`src/hdl/hpm_pkg.sv`:
```
// Purpose: constants for the hub pin-role swap and logical port remap block
// Assumes: 8-bit register port, byte offsets as printed
// Notes:   third map register and remap enable register are local offsets
package hpm_pkg;
   localparam logic [7:0] HPM_ADDR_SWAP    = 8'hfa;  // pin role swap mask
   localparam logic [7:0] HPM_ADDR_MAP12   = 8'hfb;  // ports one and two map
   localparam logic [7:0] HPM_ADDR_MAP3    = 8'hfc;  // port three map
   localparam logic [7:0] HPM_ADDR_CTRL    = 8'hf0;  // remap enable, bit 0
   localparam logic [7:0] HPM_ADDR_STAT    = 8'hf1;  // port count, read only
   localparam logic [7:0] HPM_SWAP_RST     = 8'h00;
   localparam logic [7:0] HPM_MAP12_RST    = 8'h21;  // identity mapping
   localparam logic [7:0] HPM_MAP3_RST     = 8'h03;
   localparam logic [7:0] HPM_CTRL_RST     = 8'h00;
   localparam logic [3:0] HPM_SWAP_USED    = 4'hf;   // low nibble live, upper reserved
   localparam logic [3:0] HPM_CODE_OFF     = 4'h0;   // port disabled
   localparam logic [3:0] HPM_CODE_MAX     = 4'h3;   // highest legal logical number
   localparam int         HPM_NUM_DS       = 3;      // downstream ports
   localparam int         HPM_NUM_PORTS    = 4;      // upstream plus downstream
   localparam int         HPM_CTRL_EN_BIT  = 0;
endpackage : hpm_pkg

```
`src/hdl/hpm_port_remap.sv`:
```
// Purpose: hub pin-role swap muxes and physical-to-logical port remap
// Assumes: register port in SYS_CLK domain; pins sampled through two flops
// Notes:   all outputs registered; core-to-pin paths carry one cycle of latency, pin-to-core three
//          map rewrites are not atomic; hold the ports idle meanwhile
//          reserved bits are stored and read back but drive nothing
//
// Strobed register access is this design's own decision.
module hpm_port_remap
   import hpm_pkg::*;
(
   input  wire logic       SYS_CLK,
   input  wire logic       RST,
   input  wire logic [7:0] ADDR,
   input  wire logic [7:0] WDATA,
   input  wire logic       WR,
   input  wire logic       RD,
   output logic      [7:0] RDATA,
   input  wire logic [3:0] CORE_DP_OUT,
   input  wire logic [3:0] CORE_DM_OUT,
   input  wire logic [3:0] CORE_DRV_EN,
   input  wire logic [3:0] PIN_DP_IN,
   input  wire logic [3:0] PIN_DM_IN,
   output logic      [3:0] PIN_DP_OUT,
   output logic      [3:0] PIN_DM_OUT,
   output logic      [3:0] PIN_DP_OE,
   output logic      [3:0] PIN_DM_OE,
   output logic      [3:0] CORE_DP_IN,
   output logic      [3:0] CORE_DM_IN,
   input  wire logic [1:0] REQ_LOGICAL,
   output logic      [2:0] REQ_PHYS_SEL,
   output logic      [1:0] PORT_COUNT,
   output logic      [5:0] PORT_LOGICAL
);

   // configuration registers and read data
   logic [7:0] swap_ff;
   logic [7:0] map12_ff;
   logic [7:0] map3_ff;
   logic [7:0] ctrl_ff;
   logic [7:0] rdata_ff;

   // pin pipeline: two synchroniser stages, then the registered role mux
   logic [3:0] dp_meta_ff;
   logic [3:0] dm_meta_ff;
   logic [3:0] dp_sync_ff;
   logic [3:0] dm_sync_ff;
   logic [3:0] dp_out_ff;
   logic [3:0] dm_out_ff;
   logic [3:0] dp_oe_ff;
   logic [3:0] dm_oe_ff;
   logic [3:0] dp_in_ff;
   logic [3:0] dm_in_ff;

   // remap pipeline: effective codes, decoded numbers, registered results
   logic [2:0] sel_ff;
   logic [1:0] count_ff;
   logic [5:0] logical_ff;
   logic [3:0] code [HPM_NUM_DS];
   logic       code_live [HPM_NUM_DS];   // enabled with a legal number
   logic [1:0] code_num  [HPM_NUM_DS];   // logical number, zero when off
   logic [2:0] nxt_sel;
   logic [1:0] nxt_count;
   logic       remap_enable;

   // register map, every stored byte reads back what was written:
   //    swap mask      bit 0 upstream, bits 1..3 downstream, 7..4 kept only
   //    map ports 1,2  low nibble physical one, high nibble physical two
   //    map port 3     low nibble physical three, high nibble kept only
   //    control        bit 0 is remap enable, other bits kept only
   //    status         read only, number of enabled downstream ports
   // any other address reads zero and ignores writes
   // the bank only moves numbers; the hub core must keep the ports idle
   // while software rewrites a map, since a half-written pair of nibbles
   // can briefly show a gap or a duplicate to the routing logic
   assign remap_enable = ctrl_ff[HPM_CTRL_EN_BIT];

   // configuration writes; reserved swap bits are stored but feed nothing
   // writes to status or to unmapped addresses fall through every branch,
   // so the count can only ever come from the map and control registers
   always_ff @(posedge SYS_CLK or posedge RST)
   begin
      if (RST)
      begin
         swap_ff  <= HPM_SWAP_RST;
         map12_ff <= HPM_MAP12_RST;
         map3_ff  <= HPM_MAP3_RST;
         ctrl_ff  <= HPM_CTRL_RST;
      end
      else if (WR)
      begin
         if (ADDR == HPM_ADDR_SWAP)
         begin
            swap_ff <= WDATA;
         end
         else if (ADDR == HPM_ADDR_MAP12)
         begin
            map12_ff <= WDATA;
         end
         else if (ADDR == HPM_ADDR_MAP3)
         begin
            map3_ff <= WDATA;
         end
         else if (ADDR == HPM_ADDR_CTRL)
         begin
            ctrl_ff <= WDATA;
         end
      end
   end

   // read data stands in the cycle after the strobe only; unmapped reads zero
   // clearing between reads keeps an idle bus at zero, so a master that
   // samples one cycle late sees a plain zero rather than stale data
   always_ff @(posedge SYS_CLK or posedge RST)
   begin
      if (RST)
      begin
         rdata_ff <= 8'h00;
      end
      else if (!RD)
      begin
         rdata_ff <= 8'h00;
      end
      else if (ADDR == HPM_ADDR_SWAP)
      begin
         rdata_ff <= swap_ff;
      end
      else if (ADDR == HPM_ADDR_MAP12)
      begin
         rdata_ff <= map12_ff;
      end
      else if (ADDR == HPM_ADDR_MAP3)
      begin
         rdata_ff <= map3_ff;
      end
      else if (ADDR == HPM_ADDR_CTRL)
      begin
         rdata_ff <= ctrl_ff;
      end
      else if (ADDR == HPM_ADDR_STAT)
      begin
         rdata_ff <= {6'h00, count_ff};
      end
      else
      begin
         rdata_ff <= 8'h00;
      end
   end

   // pin inputs come from the bus wire, so two flops before any use
   // limitation: with the role mux behind them a pin level reaches the
   // core three cycles later; the core must allow for that in its line
   // state decoding, traded for freedom from metastable samples
   always_ff @(posedge SYS_CLK or posedge RST)
   begin
      if (RST)
      begin
         dp_meta_ff <= 4'h0;
         dm_meta_ff <= 4'h0;
         dp_sync_ff <= 4'h0;
         dm_sync_ff <= 4'h0;
      end
      else
      begin
         dp_meta_ff <= PIN_DP_IN;
         dm_meta_ff <= PIN_DM_IN;
         dp_sync_ff <= dp_meta_ff;
         dm_sync_ff <= dm_meta_ff;
      end
   end

   // per-port role muxes; bit 0 upstream, bits 1..3 downstream
   // both enables follow the one core enable: a swapped pair still drives
   // or floats as a pair, so only the meaning of the two pins changes
   for (genvar p = 0; p < HPM_NUM_PORTS; p++)
   begin : g_swap
      always_ff @(posedge SYS_CLK or posedge RST)
      begin
         if (RST)
         begin
            dp_out_ff[p] <= 1'b0;
            dm_out_ff[p] <= 1'b0;
            dp_oe_ff[p]  <= 1'b0;
            dm_oe_ff[p]  <= 1'b0;
            dp_in_ff[p]  <= 1'b0;
            dm_in_ff[p]  <= 1'b0;
         end
         else if (swap_ff[p] && HPM_SWAP_USED[p])
         begin
            dp_out_ff[p] <= CORE_DM_OUT[p];
            dm_out_ff[p] <= CORE_DP_OUT[p];
            dp_oe_ff[p]  <= CORE_DRV_EN[p];
            dm_oe_ff[p]  <= CORE_DRV_EN[p];
            dp_in_ff[p]  <= dm_sync_ff[p];
            dm_in_ff[p]  <= dp_sync_ff[p];
         end
         else
         begin
            dp_out_ff[p] <= CORE_DP_OUT[p];
            dm_out_ff[p] <= CORE_DM_OUT[p];
            dp_oe_ff[p]  <= CORE_DRV_EN[p];
            dm_oe_ff[p]  <= CORE_DRV_EN[p];
            dp_in_ff[p]  <= dp_sync_ff[p];
            dm_in_ff[p]  <= dm_sync_ff[p];
         end
      end
   end

   // effective logical code per physical port; identity while remap is off
   // the stored maps are kept while remap is off, so turning it back on
   // restores the last programmed numbering without a rewrite
   always_comb
   begin
      if (remap_enable)
      begin
         code[0] = map12_ff[3:0];
         code[1] = map12_ff[7:4];
         code[2] = map3_ff[3:0];
      end
      else
      begin
         code[0] = 4'h1;
         code[1] = 4'h2;
         code[2] = 4'h3;
      end
   end

   // per downstream port: a code counts only when it is non-zero and legal;
   // codes four to fifteen are forbidden to software, and treating them as
   // disabled keeps a stray write from aliasing two ports onto one number
   for (genvar d = 0; d < HPM_NUM_DS; d++)
   begin : g_code
      assign code_live[d] = (code[d] != HPM_CODE_OFF) && (code[d] <= HPM_CODE_MAX);
      assign code_num[d]  = code_live[d] ? code[d][1:0] : 2'h0;
   end

   // count enabled ports and find the physical port for the requested number;
   // illegal codes above three are treated as disabled, limiting the damage
   // duplicate numbers set several select bits; software must avoid them
   always_comb
   begin
      nxt_count = 2'h0;
      nxt_sel   = 3'h0;
      for (int i = 0; i < HPM_NUM_DS; i++)
      begin
         if (code_live[i])
         begin
            nxt_count = nxt_count + 2'h1;
            if (code_num[i] == REQ_LOGICAL)
            begin
               nxt_sel[i] = 1'b1;
            end
         end
      end
   end

   // registered routing and reported count; the host numbers 1..count
   // registering here costs one cycle after a request number changes, but
   // keeps the select free of glitches while the map is being decoded
   always_ff @(posedge SYS_CLK or posedge RST)
   begin
      if (RST)
      begin
         sel_ff     <= 3'h0;
         count_ff   <= 2'h0;
         logical_ff <= 6'h00;
      end
      else
      begin
         sel_ff     <= nxt_sel;
         count_ff   <= nxt_count;
         logical_ff <= {code_num[2], code_num[1], code_num[0]};
      end
   end

   // register port
   assign RDATA        = rdata_ff;

   // pin side: one cycle from core to pin, three from pin to core
   assign PIN_DP_OUT   = dp_out_ff;
   assign PIN_DM_OUT   = dm_out_ff;
   assign PIN_DP_OE    = dp_oe_ff;
   assign PIN_DM_OE    = dm_oe_ff;
   assign CORE_DP_IN   = dp_in_ff;
   assign CORE_DM_IN   = dm_in_ff;

   // remap results toward the hub core
   assign REQ_PHYS_SEL = sel_ff;
   assign PORT_COUNT   = count_ff;
   assign PORT_LOGICAL = logical_ff;

endmodule : hpm_port_remap

```
`config.mk`:
```
export PLATFORM = sky130hd
export DESIGN_NAME = hpm_port_remap
export DESIGN_NICKNAME = d
export VERILOG_FILES = /design/src/hdl/hpm_pkg.sv /design/src/hdl/hpm_port_remap.sv
export SDC_FILE = /design/constraint.sdc
export NUM_CORES = 1
export LEC_CHECK = 0
export CAP_MARGIN = 20
export CORE_UTILIZATION = 35
export DETAILED_ROUTE_END_ITERATION = 12
export DONT_BUFFER_PORTS = 1
export SLEW_MARGIN = 0
export SYNTH_ARGS = -nofsm -noshare
export SYNTH_HDL_FRONTEND = slang
export SYNTH_SLANG_ARGS = --single-unit
```
`constraint.sdc`:
```
create_clock -name SYS_CLK -period 3.55 [get_ports SYS_CLK]
set_input_delay 0.355 -clock SYS_CLK [delete_from_list [all_inputs] [get_ports SYS_CLK]]
set_output_delay 0.355 -clock SYS_CLK [all_outputs]
set_load 0.005 [all_outputs]
```
; Word level (Yosys, flattened, before mapping)
; Cells that the tools add are included.
[op_classes]
div = 0
n_bitwise = 3
mul = 0
muxes = 35
n_reduce_logical = 10
shift = 0
addsub = 2
n_lt_le_gt_ge = 3
n_eq_ne = 8
[ops]
columns = operator, n
row1 = $eq 8x8->1 const B, 5
row2 = $mux 8, 5
row3 = $mux 1, 23
row4 = $le 4x2->1 const B, 3
row5 = $mux 12, 1
row6 = $mux 2, 6
row7 = $reduce_bool 4->1, 3
row8 = $eq 2x2->1, 3
row9 = $reduce_and 5->1, 1
row10 = $add 2x1->2 const B, 2
row11 = $reduce_and 4->1, 1
row12 = $logic_and 1x1->1, 3
row13 = $not 1->1, 3
row14 = $reduce_and 3->1, 1
row15 = $reduce_and 2->1, 1
[word_totals]
rom_bits = 0
out_inout_bits = 43
in_bits = 42
latchBits = 0
mem_bits_rw = 0
reg_bits = 87
memories = 0
elab_cells = 93

; Logic depth before layout (Yosys ltp)
; Gate-level depths: netlist of the first run.
[depth]
depth_word = 8
depth_mapped = 6
depth_no_buf = 6

; Worst setup path after synthesis of the first run
; No wires, ideal clock.
[synth_timing]
path_type = input to register
startpoint = input port ADDR[6]
endpoint = register swap_ff[0]
stages = 5
n_path_buf = 2
arrival_ps = 1393
setup_ps = 125
path_slack_ps = 2031
required_ps = 3425
cell_sequence = and4_1 -> clkbuf_1 -> and4b_1 -> buf_6 -> mux2_4
[synth_via]
elab_chain_cells = 2
[synth_rtl]
columns = element, line
row1 = from (decl), hpm_port_remap.sv:13  ; input wire logic [7:0] ADDR,
row2 = $eq 8x8->1, hpm_port_remap.sv:91  ; if (ADDR == HPM_ADDR_SWAP)
row3 = $reduce_and 2->1 (no line), --
row4 = to (signal assigned), hpm_port_remap.sv:84  ; swap_ff <= HPM_SWAP_RST;
row5 = to (signal assigned), hpm_port_remap.sv:93  ; swap_ff <= WDATA;
row6 = to (decl), hpm_port_remap.sv:36  ; logic [7:0] swap_ff;
; No other way between the ends.
; A chain may end at the register's enable or synchronous reset.

; Worst setup path after layout of the first run
[layout_timing]
startpoint = register ctrl_ff[0]
endpoint = register rdata_ff[0], in the netlist RDATA[0]
[layout_via]
elab_chain_cells = 5
[layout_rtl]
columns = element, line
row1 = from (decl), hpm_port_remap.sv:39  ; logic [7:0] ctrl_ff;
row2 = from (signal assigned), hpm_port_remap.sv:87  ; ctrl_ff <= HPM_CTRL_RST;
row3 = from (signal assigned), hpm_port_remap.sv:105  ; ctrl_ff <= WDATA;
row4 = $mux 8, hpm_port_remap.sv:135  ; else if (ADDR == HPM_ADDR_CTRL)
row5 = $mux 8, hpm_port_remap.sv:131  ; else if (ADDR == HPM_ADDR_MAP3)
row6 = $mux 8, hpm_port_remap.sv:127  ; else if (ADDR == HPM_ADDR_MAP12)
row7 = $mux 8, hpm_port_remap.sv:123  ; else if (ADDR == HPM_ADDR_SWAP)
row8 = $mux 8, hpm_port_remap.sv:119  ; else if (!RD)
row9 = to (signal assigned), hpm_port_remap.sv:125  ; rdata_ff <= swap_ff;
row10 = to (signal assigned), hpm_port_remap.sv:129  ; rdata_ff <= map12_ff;
row11 = to (signal assigned), hpm_port_remap.sv:133  ; rdata_ff <= map3_ff;
row12 = to (decl), hpm_port_remap.sv:40  ; logic [7:0] rdata_ff;
; No other way between the ends.

==> metrics.txt, run 1 <==
# TYPE chip_impl_metric gauge
chip_impl_metric{name="setup_violations",unit=""} 0
chip_impl_metric{name="utilization",unit="%"} 39.5
chip_impl_info{name="synthTopCellsByArea",value="sky130_fd_sc_hd__dfrtp_1, sky130_fd_sc_hd__mux2_2, sky130_fd_sc_hd__mux2_4"} 1
chip_impl_metric{name="length_in_cells_of_the_worst_reg_to_reg_path",unit=""} 3
chip_impl_info{name="rr_endpoint",value="RDATA[0]"} 1
chip_impl_info{name="timing.critical_path.from",value="ctrl_ff[0]"} 1
chip_impl_metric{name="clock_transition_time_at_the_flip_flop_clock_pins_of_the_worst_setup_and_hold_paths",unit="ps"} 80
chip_impl_metric{name="async_set_or_reset_flop_fraction_in_the_synthesized_netlist",unit="%"} 100
chip_impl_info{name="setup.worst_path.class",value="register to register"} 1
chip_impl_metric{name="buffer_ports.inserted",unit=""} 0
chip_impl_metric{name="routability_driven_placement_congestion_ratio",unit=""} 0.791
chip_impl_metric{name="num_rows",unit=""} 37
chip_impl_metric{name="p_int",unit="µW"} 1410
chip_impl_metric{name="synth_enable_flop_cells",unit=""} 0
chip_impl_metric{name="post_route_cells_drive_above_1_share",unit="%"} 26.2
chip_impl_metric{name="areaGrowthSynthToFinish",unit="%"} 10.0
chip_impl_metric{name="worst_path_largest_cell_delay",unit="ps"} 650
chip_impl_metric{name="power_frac_clock",unit="%"} 35.2
chip_impl_info{name="synth_ff_type",value="sky130_fd_sc_hd__dfrtp_1"} 1
chip_impl_metric{name="slew_headroom",unit="%"} 40.7
chip_impl_metric{name="post-route-min-period",unit="ps"} 1840
chip_impl_metric{name="layout.cell_area.non_filler",unit="mm²"} 0.00404
chip_impl_metric{name="grt_usage",unit="%"} 14.9
chip_impl_metric{name="totalWireLength",unit="µm"} 7670
chip_impl_metric{name="cp_num_buf_inv",unit=""} 0
chip_impl_info{name="critical_path.endpoint_type",value="register"} 1
chip_impl_metric{name="synthesis.nets",unit=""} 315
chip_impl_metric{name="fmax",unit="GHz"} 0.542
chip_impl_metric{name="antenna_violations_before_repair",unit=""} 0
chip_impl_metric{name="number_of_warning_messages_in_the_yosys_log",unit=""} 0
chip_impl_metric{name="worst-r2r-setup-slack",unit="ps"} 1710
chip_impl_metric{name="gr-usage-met2",unit="%"} 22.5
chip_impl_info{name="crit_chain",value="mux2i_1 -> or4_1 -> a2111oi_1"} 1
chip_impl_metric{name="power.ir.vdd_worst",unit="µV"} 207
chip_impl_info{name="unrepaired_setup_endpoints_after_global_routing",value="no"} 1
chip_impl_metric{name="timing.max_cap.violations",unit=""} 0
chip_impl_metric{name="timing.critical_path.arrival",unit="ps"} 2060
chip_impl_info{name="grt.busiest_layer",value="met2"} 1
chip_impl_info{name="critical_path.startpoint_type",value="register"} 1
chip_impl_metric{name="timing_worst_slew_pin_value",unit="ps"} 890
chip_impl_metric{name="synthesized_area_per_cell",unit="µm²"} 13.5
chip_impl_info{name="yosys.cell_count.top_type",value="sky130_fd_sc_hd__dfrtp_1"} 1
chip_impl_metric{name="nNetsFinal",unit=""} 321
chip_impl_metric{name="pin_count_of_the_biggest_net_entering_global_routing",unit=""} 53
chip_impl_info{name="outcome",value="complete, no violations"} 1
chip_impl_info{name="netlist.top_cell.by_area",value="sky130_fd_sc_hd__dfrtp_1"} 1
chip_impl_metric{name="mappedNetlistArea",unit="mm²"} 0.00367
chip_impl_metric{name="drcViolationCount",unit=""} 0
chip_impl_info{name="clockRootBuffer",value="sky130_fd_sc_hd__clkbuf_8"} 1
chip_impl_metric{name="power.sequential.fraction",unit="%"} 58.6
chip_impl_metric{name="worst_clock_skew",unit="ps"} 7.08
chip_impl_info{name="timing.critical_path.max_delay_family",value="flip-flops"} 1
chip_impl_metric{name="synth.ff_latch_count",unit=""} 87
chip_impl_metric{name="report.final.hold_viol_count",unit=""} 0
chip_impl_info{name="largest_family_of_logic_cells_by_synthesized_area",value="multiplexers"} 1
chip_impl_metric{name="synth_cell_types",unit=""} 45
chip_impl_metric{name="cts_buffers",unit=""} 9
chip_impl_metric{name="n_antenna_cell",unit=""} 0
chip_impl_metric{name="power.switching",unit="µW"} 424
chip_impl_info{name="holdCritPathClass",value="primary input to asynchronous set/reset pin"} 1
chip_impl_metric{name="leakage",unit="µW"} 0.00173
chip_impl_metric{name="die_width",unit="µm"} 104
chip_impl_metric{name="post_cts.repair.setup_buffers",unit=""} 0
chip_impl_metric{name="synth-simple-area-share",unit="%"} 9.62
chip_impl_metric{name="routedWlPerCell",unit="µm"} 18.3
chip_impl_info{name="crit_path_top_delay_cell",value="sky130_fd_sc_hd__dfrtp_1"} 1
chip_impl_metric{name="slew_viol_final",unit=""} 0
chip_impl_info{name="clock_tree_from_tritoncts",value="done"} 1
chip_impl_metric{name="final_min_period_over_clock_period",unit="%"} 51.9
chip_impl_info{name="critPathCapture",value="RDATA[0]"} 1
chip_impl_metric{name="syn_inst",unit=""} 271
chip_impl_metric{name="number_of_gates_on_the_worst_path_with_buffers_counted",unit=""} 3
chip_impl_metric{name="cts-resized-gates",unit=""} 0
chip_impl_metric{name="post_drt_via_cell_ratio",unit=""} 5.25
chip_impl_metric{name="clk_latency",unit="ps"} 360
chip_impl_metric{name="tritoncts_num_sinks",unit=""} 87
chip_impl_metric{name="whs",unit="ps"} 14.5
chip_impl_metric{name="first_iter_violations",unit=""} 66
chip_impl_metric{name="htree_num_levels",unit=""} 3
chip_impl_metric{name="layout.filler_cells",unit=""} 959
chip_impl_metric{name="grt_pass1_wl",unit="µm"} 12200
chip_impl_metric{name="dr.pass1.iters",unit=""} 4
chip_impl_metric{name="post_synth_fa_ha_maj_area_fraction",unit="%"} 0.682
chip_impl_metric{name="data_required_time_of_the_critical_path",unit="ps"} 3770
chip_impl_metric{name="floorplan.initialDensity",unit="%"} 35.9
chip_impl_metric{name="design.core.area",unit="mm²"} 0.0102
chip_impl_info{name="reg_to_reg_start",value="ctrl_ff[0]"} 1
chip_impl_metric{name="synth_largest_type_area_fraction",unit="%"} 56.6
chip_impl_metric{name="grt_remaining_overflow",unit=""} 0
chip_impl_metric{name="synth_compound_gate_area_share",unit="%"} 9.14
chip_impl_metric{name="groute.layer.met1.usage",unit="%"} 18.0
chip_impl_metric{name="floorplan.io_pins",unit=""} 85
chip_impl_metric{name="ys_seq_area_share",unit="%"} 59.5
chip_impl_metric{name="path_max_fanout",unit=""} 17
chip_impl_metric{name="grt_pass1_vias",unit=""} 2210
chip_impl_metric{name="die_area",unit="mm²"} 0.0109
chip_impl_metric{name="dpl.hpwl",unit="µm"} 5300
chip_impl_metric{name="synthMuxAreaShare",unit="%"} 16.4
chip_impl_metric{name="netSwitchingFraction",unit="%"} 23.1
chip_impl_metric{name="final_antenna_net_count",unit=""} 0
chip_impl_metric{name="synthXorXnorAreaFrac",unit="%"} 0.716
chip_impl_metric{name="via_count",unit=""} 2193
chip_impl_metric{name="global_route.usage.met3",unit="%"} 6.64
chip_impl_metric{name="setup-tns-final",unit="ps"} 0
chip_impl_info{name="synth_cell_count_leaders",value="sky130_fd_sc_hd__dfrtp_1, sky130_fd_sc_hd__mux2_2, sky130_fd_sc_hd__nand2_1, sky130_fd_sc_hd__o21ai_0, sky130_fd_sc_hd__mux2_4"} 1
chip_impl_metric{name="height_of_the_chip",unit="µm"} 104
chip_impl_metric{name="power-per-cell-area",unit="mW/mm²"} 454
chip_impl_metric{name="combinationalPowerShare",unit="%"} 6.2
chip_impl_metric{name="dpl_cell_area",unit="mm²"} 0.00373
chip_impl_metric{name="number_of_buffers_inserted_for_hold_repair_after_clock_tree_synthesis",unit=""} 3
chip_impl_metric{name="ctsLongestPathBuffers",unit=""} 2
## final cells by class
type | instances | area (µm²) | share of cell area, %
sequential | 87 | 2180 | 54.1
inverter | 7 | 27.5 | 0.682
clock inverter | 1 | 5.00 | 0.124
tap | 136 | 170 | 4.22
timing repair buffer | 14 | 135 | 3.35
clock buffer | 15 | 176 | 4.37
multi-input combinational | 158 | 1340 | 33.2
## state kept, by name (all words and copies together), names as in the netlist, 6 cells and up
register and cells:
map3_ff 8, PORT_LOGICAL 6, ctrl_ff 8, map12_ff 8, swap_ff 8, RDATA 8
## worst min-delay path by stage
| stage | start | end | slack (ps) | cells after the start |
|---|---|---|---|---|
| after floorplan | dm_meta_ff[0] | dm_sync_ff[0] | 330 | 0 |
| after global placement | dm_meta_ff[3] | dm_sync_ff[3] | 330 | 0 |
| after detailed placement | dp_meta_ff[3] | dp_sync_ff[3] | 340 | 0 |
| after CTS | CORE_DRV_EN[2] | PIN_DM_OE[2] | 3 | 0 |
| after global routing | RST | CORE_DP_IN[1] | 90 | 1 |
| final | RST | CORE_DP_IN[1] | 10 | 1 |
## placed cells by master (no fill, tap or decap), types with 3 or more instances in the layout
master                           n
sky130_fd_sc_hd__o21ai_0        13
sky130_fd_sc_hd__or4_1           3
sky130_fd_sc_hd__a221oi_1        6
sky130_fd_sc_hd__dfstp_2         4
sky130_fd_sc_hd__xor2_1          3
sky130_fd_sc_hd__clkbuf_1        3
sky130_fd_sc_hd__clkbuf_8       12
sky130_fd_sc_hd__nand2_1        17
sky130_fd_sc_hd__nor2_1          6
sky130_fd_sc_hd__mux2i_1         3
sky130_fd_sc_hd__dfrtp_1        83
sky130_fd_sc_hd__o2bb2ai_1       5
sky130_fd_sc_hd__nand4_2         3
sky130_fd_sc_hd__o31ai_1         3
sky130_fd_sc_hd__dlygate4sd3_1  12
sky130_fd_sc_hd__nor2b_1         3
sky130_fd_sc_hd__nor3b_1         7
sky130_fd_sc_hd__mux2_2         40
sky130_fd_sc_hd__inv_1           6
sky130_fd_sc_hd__mux2_4          8
sky130_fd_sc_hd__a21boi_0        6
## routing by layer
layer,vias up,part of all wire (%)
li1,992,-
met1,1110,42
met2,77,47
met3,14,8.8
met4,0,2.5
met5,-,0
## worst register-to-register path: cells and delay by family, from the launching register on
kind / cells / cell delay (ps)
flip-flops: 1 / 650
multiplexers: 1 / 160
AO/OA/AOI/OAI: 1 / 480
AND/OR/NAND/NOR: 1 / 420
## metrics by stage
step,worst slack (ps),instances,power (µW)
floorplan,951,271,1180
global placement,1850,390,1200
detailed placement,1790,390,1200
CTS,1760,409,1850
global route,1630,418,1920
finish,1710,418,1830
## cell families (layout without fill, tap and decap cells)
group / after synthesis / after routing
AO/OA/AOI/OAI: 45 / 45
XOR/XNOR: 3 / 3
adder cells (fa/ha/maj): 2 / 2
buffers and inverters: 26 / 37
flip-flops: 87 / 87
multiplexers: 51 / 51
AND/OR/NAND/NOR: 57 / 57
## power groups by stage
| stage | Sequential (µW) | Combinational (µW) | Clock [µW] |
|---|---|---|---|
| global route | 1080 | 127 | 708 |
| detailed placement | 1090 | 105 | 0 |
| floorplan | 1080 | 106 | 0 |
| finish | 1070 | 114 | 645 |
| global placement | 1090 | 102 | 0 |
| CTS | 1080 | 108 | 671 |
Power figures use the tool's default switching activity.
==> inputs of run 2 (changes only) <==
==> constraint.sdc (replaced) <==
create_clock -name SYS_CLK -period 1.7 [get_ports SYS_CLK]
set_input_delay 0.17 -clock SYS_CLK [delete_from_list [all_inputs] [get_ports SYS_CLK]]
set_output_delay 0.17 -clock SYS_CLK [all_outputs]
set_load 0.005 [all_outputs]
==> metrics.txt, run 2 (same netlist as run 1, synthesis figures left out) <==
# TYPE chip_impl_metric gauge
chip_impl_metric{name="timing_worst_slew_pin_value",unit="ps"} 431
chip_impl_metric{name="num_rows",unit=""} 37
chip_impl_metric{name="routability_driven_placement_congestion_ratio",unit=""} 0.741
chip_impl_metric{name="post_drt_via_cell_ratio",unit=""} 5.26
chip_impl_metric{name="report.final.hold_viol_count",unit=""} 0
chip_impl_metric{name="data_required_time_of_the_critical_path",unit="ps"} 1930
chip_impl_info{name="rr_endpoint",value="PORT_COUNT[0]"} 1
chip_impl_info{name="critical_path.startpoint_type",value="register"} 1
chip_impl_metric{name="design.core.area",unit="mm²"} 0.0102
chip_impl_metric{name="die_width",unit="µm"} 104
chip_impl_metric{name="n_antenna_cell",unit=""} 0
chip_impl_metric{name="timing.critical_path.arrival",unit="ps"} 1840
chip_impl_metric{name="setup_violations",unit=""} 0
chip_impl_metric{name="cts-resized-gates",unit=""} 0
chip_impl_metric{name="floorplan.initialDensity",unit="%"} 35.9
chip_impl_metric{name="post-layout-total-power",unit="µW"} 4210
chip_impl_info{name="most-common-layout-cells",value="sky130_fd_sc_hd__dfrtp_1, sky130_fd_sc_hd__mux2_2, sky130_fd_sc_hd__dlygate4sd3_1"} 1
chip_impl_metric{name="nNetsFinal",unit=""} 358
chip_impl_metric{name="clock_transition_time_at_the_flip_flop_clock_pins_of_the_worst_setup_and_hold_paths",unit="ps"} 80
chip_impl_info{name="end_point_of_the_worst_hold_path",value="REQ_PHYS_SEL[0]"} 1
chip_impl_metric{name="post-route-min-period",unit="ps"} 1610
chip_impl_metric{name="first_iter_violations",unit=""} 75
chip_impl_metric{name="totalWireLength",unit="µm"} 8140
chip_impl_metric{name="path_max_fanout",unit=""} 6
chip_impl_metric{name="htree_num_levels",unit=""} 3
chip_impl_metric{name="post_cts.repair.setup_buffers",unit=""} 0
chip_impl_info{name="reg_to_reg_start",value="map12_ff[0]"} 1
chip_impl_info{name="clock_tree_from_tritoncts",value="done"} 1
chip_impl_info{name="critical_path.endpoint_type",value="register"} 1
chip_impl_metric{name="grt_pass1_wl",unit="µm"} 13300
chip_impl_metric{name="final_min_period_over_clock_period",unit="%"} 94.8
chip_impl_metric{name="worst_clock_skew",unit="ps"} 7.84
chip_impl_metric{name="ctsLongestPathBuffers",unit=""} 2
chip_impl_info{name="layout.cells.most_common",value="sky130_fd_sc_hd__dfrtp_1"} 1
chip_impl_metric{name="floorplan.io_pins",unit=""} 85
chip_impl_metric{name="areaGrowthSynthToFinish",unit="%"} 21.9
chip_impl_info{name="holdCritPathClass",value="primary input to register"} 1
chip_impl_metric{name="buffer_ports.inserted",unit=""} 0
chip_impl_metric{name="leakage",unit="µW"} 0.00192
chip_impl_info{name="setup.worst_path.class",value="register to register"} 1
chip_impl_metric{name="slew_headroom",unit="%"} 71.2
chip_impl_metric{name="drcViolationCount",unit=""} 0
chip_impl_metric{name="number_of_buffers_inserted_for_hold_repair_after_clock_tree_synthesis",unit=""} 39
chip_impl_metric{name="post_route_cells_drive_above_1_share",unit="%"} 27.3
chip_impl_metric{name="layoutNonFillerInstCount",unit=""} 455
chip_impl_info{name="clockRootBuffer",value="sky130_fd_sc_hd__clkbuf_8"} 1
chip_impl_metric{name="cts_buffers",unit=""} 9
chip_impl_info{name="unrepaired_setup_endpoints_after_global_routing",value="no"} 1
chip_impl_metric{name="via_count",unit=""} 2395
chip_impl_metric{name="clk_latency",unit="ps"} 360
chip_impl_metric{name="grt_usage",unit="%"} 16.1
chip_impl_metric{name="worstHoldPathCells",unit=""} 2
chip_impl_info{name="outcome",value="complete, no violations"} 1
chip_impl_metric{name="final_antenna_net_count",unit=""} 0
chip_impl_metric{name="timing.max_cap.violations",unit=""} 0
chip_impl_metric{name="whs",unit="ps"} 26.2
chip_impl_metric{name="pin_count_of_the_biggest_net_entering_global_routing",unit=""} 46
chip_impl_metric{name="power-per-cell-area",unit="mW/mm²"} 942
chip_impl_metric{name="place_inst",unit=""} 400
chip_impl_metric{name="dr.pass1.iters",unit=""} 4
chip_impl_metric{name="power.ir.vdd_worst",unit="µV"} 590
chip_impl_metric{name="grt_remaining_overflow",unit=""} 0
chip_impl_metric{name="routedWlPerCell",unit="µm"} 17.9
chip_impl_metric{name="length_in_cells_of_the_worst_reg_to_reg_path",unit=""} 5
chip_impl_metric{name="place_ws",unit="ps"} 112
chip_impl_metric{name="dpl.hpwl",unit="µm"} 5390
chip_impl_metric{name="setup_slack",unit="ps"} 88.5
chip_impl_metric{name="worst-r2r-setup-slack",unit="ps"} 90
chip_impl_metric{name="fmax",unit="GHz"} 0.621
chip_impl_metric{name="tritoncts_num_sinks",unit=""} 87
chip_impl_metric{name="grt_pass1_vias",unit=""} 2528
chip_impl_metric{name="slew_viol_final",unit=""} 0
chip_impl_metric{name="die_area",unit="mm²"} 0.0109
chip_impl_metric{name="setup-tns-final",unit="ps"} 0
chip_impl_metric{name="antenna_violations_before_repair",unit=""} 0
chip_impl_info{name="hold_path.startpoint",value="REQ_LOGICAL[0]"} 1
chip_impl_metric{name="height_of_the_chip",unit="µm"} 104
==> run 2: layout make-up <==
class	count	area, µm²
repair buffers	51	518
fillers	906	5760
multi-input cells	158	1340
clock buffers	10	138
clock inverters	6	92.6
well taps	136	170
flip-flops and latches	87	2180
inverters	7	30.0
==> run 2: worst max path at each step <==
stage / from / to / slack [ps] / depth (start not counted)
2_1_floorplan: map12_ff[0] / PORT_COUNT[0] / 220 / 5
3_3_place_gp: map12_ff[0] / PORT_COUNT[0] / 160 / 5
3_5_place_dp: map12_ff[0] / PORT_COUNT[0] / 110 / 5
4_1_cts: map12_ff[0] / PORT_COUNT[0] / 110 / 5
5_1_grt: map12_ff[0] / PORT_COUNT[0] / 30 / 5
6_report: map12_ff[0] / PORT_COUNT[0] / 90 / 5
==> run 2: per-layer routing <==
layer / share of wire [%] / routed length [µm] / vias to the layer above / global-route usage, %
met3: 4.8 / 391 / 15 / 4.39
met1: 45 / 3640 / 1236 / 20.1
li1: - / - / 1066 / -
met4: 2.0 / 165 / 0 / 7.55
met5: 0 / 0 / - / 0
met2: 48 / 3940 / 78 / 25.8
==> run 2: critical path, stage by stage, from the launching register on <==
cell,delay (ps)
sky130_fd_sc_hd__dfstp_2,580
sky130_fd_sc_hd__nor2_1,60
sky130_fd_sc_hd__o31ai_1,290
sky130_fd_sc_hd__inv_1,90
sky130_fd_sc_hd__ha_1,300
sky130_fd_sc_hd__xor2_1,160
==> run 2: through the flow <==
| step | area [µm²] | util (%) |
|---|---|---|
| after floorplan | 3670 | - |
| after global placement | 3850 | 37.6 |
| after detailed placement | 3850 | 37.6 |
| after CTS | 4470 | 43.7 |
| after global routing | 4470 | 43.7 |
| final | 4470 | 43.7 |
==> run 2: where the power goes <==
part | switching, µW | internal [µW] | leakage [µW]
registers | 66.7 | 2160 | 0.00108
logic | 147 | 188 | 0.000732
clock network | 769 | 875 | 0.000109
==> inputs of run 3 (changes only) <==
==> constraint.sdc (replaced) <==
create_clock -name SYS_CLK -period 1.7 [get_ports SYS_CLK]
set_input_delay 0.17 -clock SYS_CLK [delete_from_list [all_inputs] [get_ports SYS_CLK]]
set_output_delay 0.17 -clock SYS_CLK [all_outputs]
set_load 0.1 [all_outputs]
==> metrics.txt, run 3 (same netlist as run 1, synthesis figures left out) <==
# TYPE chip_impl_metric gauge
chip_impl_metric{name="worst-r2r-setup-slack",unit="ps"} 160
chip_impl_info{name="clockRootBuffer",value="sky130_fd_sc_hd__clkbuf_8"} 1
chip_impl_metric{name="report.final.hold_viol_count",unit=""} 0
chip_impl_metric{name="areaGrowthSynthToFinish",unit="%"} 29.6
chip_impl_info{name="critical_path.endpoint_type",value="register"} 1
chip_impl_metric{name="routability_driven_placement_congestion_ratio",unit=""} 0.752
chip_impl_metric{name="grt_pass1_wl",unit="µm"} 13600
chip_impl_metric{name="routedWlPerCell",unit="µm"} 16.6
chip_impl_metric{name="timing.critical_path.arrival",unit="ps"} 1790
chip_impl_metric{name="grt_usage",unit="%"} 16.2
chip_impl_info{name="rr_endpoint",value="PIN_DP_OUT[2]"} 1
chip_impl_info{name="unrepaired_setup_endpoints_after_global_routing",value="no"} 1
chip_impl_metric{name="setup-tns-final",unit="ps"} 0
chip_impl_metric{name="tritoncts_num_sinks",unit=""} 87
chip_impl_metric{name="power-per-cell-area",unit="mW/mm²"} 954
chip_impl_metric{name="dr.pass1.iters",unit=""} 4
chip_impl_info{name="setup.worst_path.class",value="register to register"} 1
chip_impl_metric{name="multi_input_comb_area",unit="mm²"} 0.00135
chip_impl_metric{name="ctsLongestPathBuffers",unit=""} 2
chip_impl_metric{name="length_in_cells_of_the_worst_reg_to_reg_path",unit=""} 2
chip_impl_metric{name="pin_count_of_the_biggest_net_entering_global_routing",unit=""} 75
chip_impl_metric{name="design.core.area",unit="mm²"} 0.0102
chip_impl_metric{name="post-route-min-period",unit="ps"} 1540
chip_impl_metric{name="worst_clock_skew",unit="ps"} 6.66
chip_impl_metric{name="buffer_ports.inserted",unit=""} 0
chip_impl_metric{name="grt_remaining_overflow",unit=""} 0
chip_impl_metric{name="slew_headroom",unit="%"} 64.0
chip_impl_metric{name="clock_transition_time_at_the_flip_flop_clock_pins_of_the_worst_setup_and_hold_paths",unit="ps"} 90
chip_impl_metric{name="totalWireLength",unit="µm"} 8130
chip_impl_metric{name="dpl.hpwl",unit="µm"} 5320
chip_impl_metric{name="antenna_violations_before_repair",unit=""} 0
chip_impl_info{name="critPathCapture",value="PIN_DP_OUT[2]"} 1
chip_impl_info{name="reg_to_reg_start",value="swap_ff[2]"} 1
chip_impl_metric{name="final_antenna_net_count",unit=""} 0
chip_impl_metric{name="leakage",unit="µW"} 0.00209
chip_impl_metric{name="nNetsFinal",unit=""} 394
chip_impl_metric{name="layout.filler_cells",unit=""} 903
chip_impl_metric{name="area.sequential",unit="mm²"} 0.00219
chip_impl_metric{name="grt_pass1_vias",unit=""} 2667
chip_impl_info{name="timing.critical_path.from",value="swap_ff[2]"} 1
chip_impl_metric{name="fmax",unit="GHz"} 0.648
chip_impl_info{name="holdCritPathClass",value="primary input to register"} 1
chip_impl_metric{name="post_cts.repair.setup_buffers",unit=""} 0
chip_impl_metric{name="power.ir.vdd_worst",unit="µV"} 442
chip_impl_info{name="critical_path.startpoint_type",value="register"} 1
chip_impl_metric{name="floorplan.io_pins",unit=""} 85
chip_impl_metric{name="drcViolationCount",unit=""} 0
chip_impl_metric{name="timing_worst_slew_pin_value",unit="ps"} 545
chip_impl_metric{name="die_area",unit="mm²"} 0.0109
chip_impl_metric{name="data_required_time_of_the_critical_path",unit="ps"} 1940
chip_impl_metric{name="post_drt_via_cell_ratio",unit=""} 5.11
chip_impl_metric{name="via_count",unit=""} 2507
chip_impl_metric{name="clk_latency",unit="ps"} 350
chip_impl_metric{name="place_inst",unit=""} 437
chip_impl_metric{name="post_route_cells_drive_above_1_share",unit="%"} 36.9
chip_impl_metric{name="n_antenna_cell",unit=""} 0
chip_impl_metric{name="final_min_period_over_clock_period",unit="%"} 90.8
chip_impl_metric{name="floorplan.initialDensity",unit="%"} 35.9
chip_impl_info{name="outcome",value="complete, no violations"} 1
chip_impl_metric{name="first_iter_violations",unit=""} 114
chip_impl_metric{name="cts_buffers",unit=""} 9
chip_impl_metric{name="setup_violations",unit=""} 0
chip_impl_metric{name="num_rows",unit=""} 37
chip_impl_info{name="most-common-layout-cells",value="sky130_fd_sc_hd__dfrtp_1, sky130_fd_sc_hd__buf_4, sky130_fd_sc_hd__mux2_2"} 1
chip_impl_metric{name="htree_num_levels",unit=""} 3
chip_impl_metric{name="height_of_the_chip",unit="µm"} 104
chip_impl_info{name="layout.cells.most_common",value="sky130_fd_sc_hd__dfrtp_1"} 1
chip_impl_metric{name="timing.max_cap.violations",unit=""} 0
chip_impl_metric{name="slew_viol_final",unit=""} 0
chip_impl_metric{name="die_width",unit="µm"} 104
chip_impl_metric{name="layoutNonFillerInstCount",unit=""} 491
chip_impl_metric{name="path_max_fanout",unit=""} 7
chip_impl_info{name="clock_tree_from_tritoncts",value="done"} 1
==> run 3: cell count changes in the layout (fill, tap and decap cells not counted), sizes merged <==
cell,change
buf,+37
clkbuf,-1
clkinvlp,+1
dlygate4sd3,-1
==> run 3: power breakdown <==
part / total, µW / internal [µW] / switching [µW]
combinational: 713 / 237 / 476
sequential: 2230 / 2160 / 61.3
clock: 1600 / 830 / 767
==> run 3: layout make-up <==
class                           instances  share of cell area (%)
Multi-Input combinational cell        158                    28.3
Sequential cell                        87                    46.1
Tap cell                              136                    3.58
Clock buffer                            9                    2.61
Clock inverter                          7                    2.03
Inverter                                7                   0.632
Timing Repair Buffer                   87                    16.8
==> run 3: routing by layer <==
layer  up-vias  routed length [µm]  GRT usage, %
li1       1136                   -             -
met5         -                   0             0
met2        93                4030          26.7
met4         0                 153          6.84
met1      1264                3470          20.2
met3        14                 483          3.95
==> run 3: how the worst min path moves through the flow <==
stage              startpoint         endpoint  depth (start not counted)
6_report       REQ_LOGICAL[1]  REQ_PHYS_SEL[1]                          2
5_1_grt        REQ_LOGICAL[1]  REQ_PHYS_SEL[1]                          2
4_1_cts        REQ_LOGICAL[1]  REQ_PHYS_SEL[1]                          2
3_5_place_dp              RST    dp_meta_ff[3]                          1
3_3_place_gp              RST    dp_meta_ff[3]                          1
2_1_floorplan  CORE_DRV_EN[0]     PIN_DM_OE[0]                          0
==> run 3: metrics by stage <==
step	cell area, µm²	setup WS, ps	utilization, %	total power (µW)	hold WS (ps)
2_1_floorplan	3670	46.7	-	2780	201
3_3_place_gp	4150	158	40.5	2890	21.7
3_5_place_dp	4150	103	40.5	2900	28.0
4_1_cts	4750	86.5	46.4	4590	10.8
5_1_grt	4750	32.2	46.5	4740	12.4
6_report	4750	156	46.5	4540	19.1
==> run 3: timing repair <==
action / CTS / global route
setup endpoints to repair: 0 / 1
resized for setup: 0 / 1
hold buffers: 38 / 0
endpoints found under the hold margin: 68 / 0
==> run 3: worst max-delay path, stage by stage, from the launching register on <==
cell	delay, ps
sky130_fd_sc_hd__dfrtp_1	520
sky130_fd_sc_hd__mux2_2	360
sky130_fd_sc_hd__dlygate4sd3_1	550
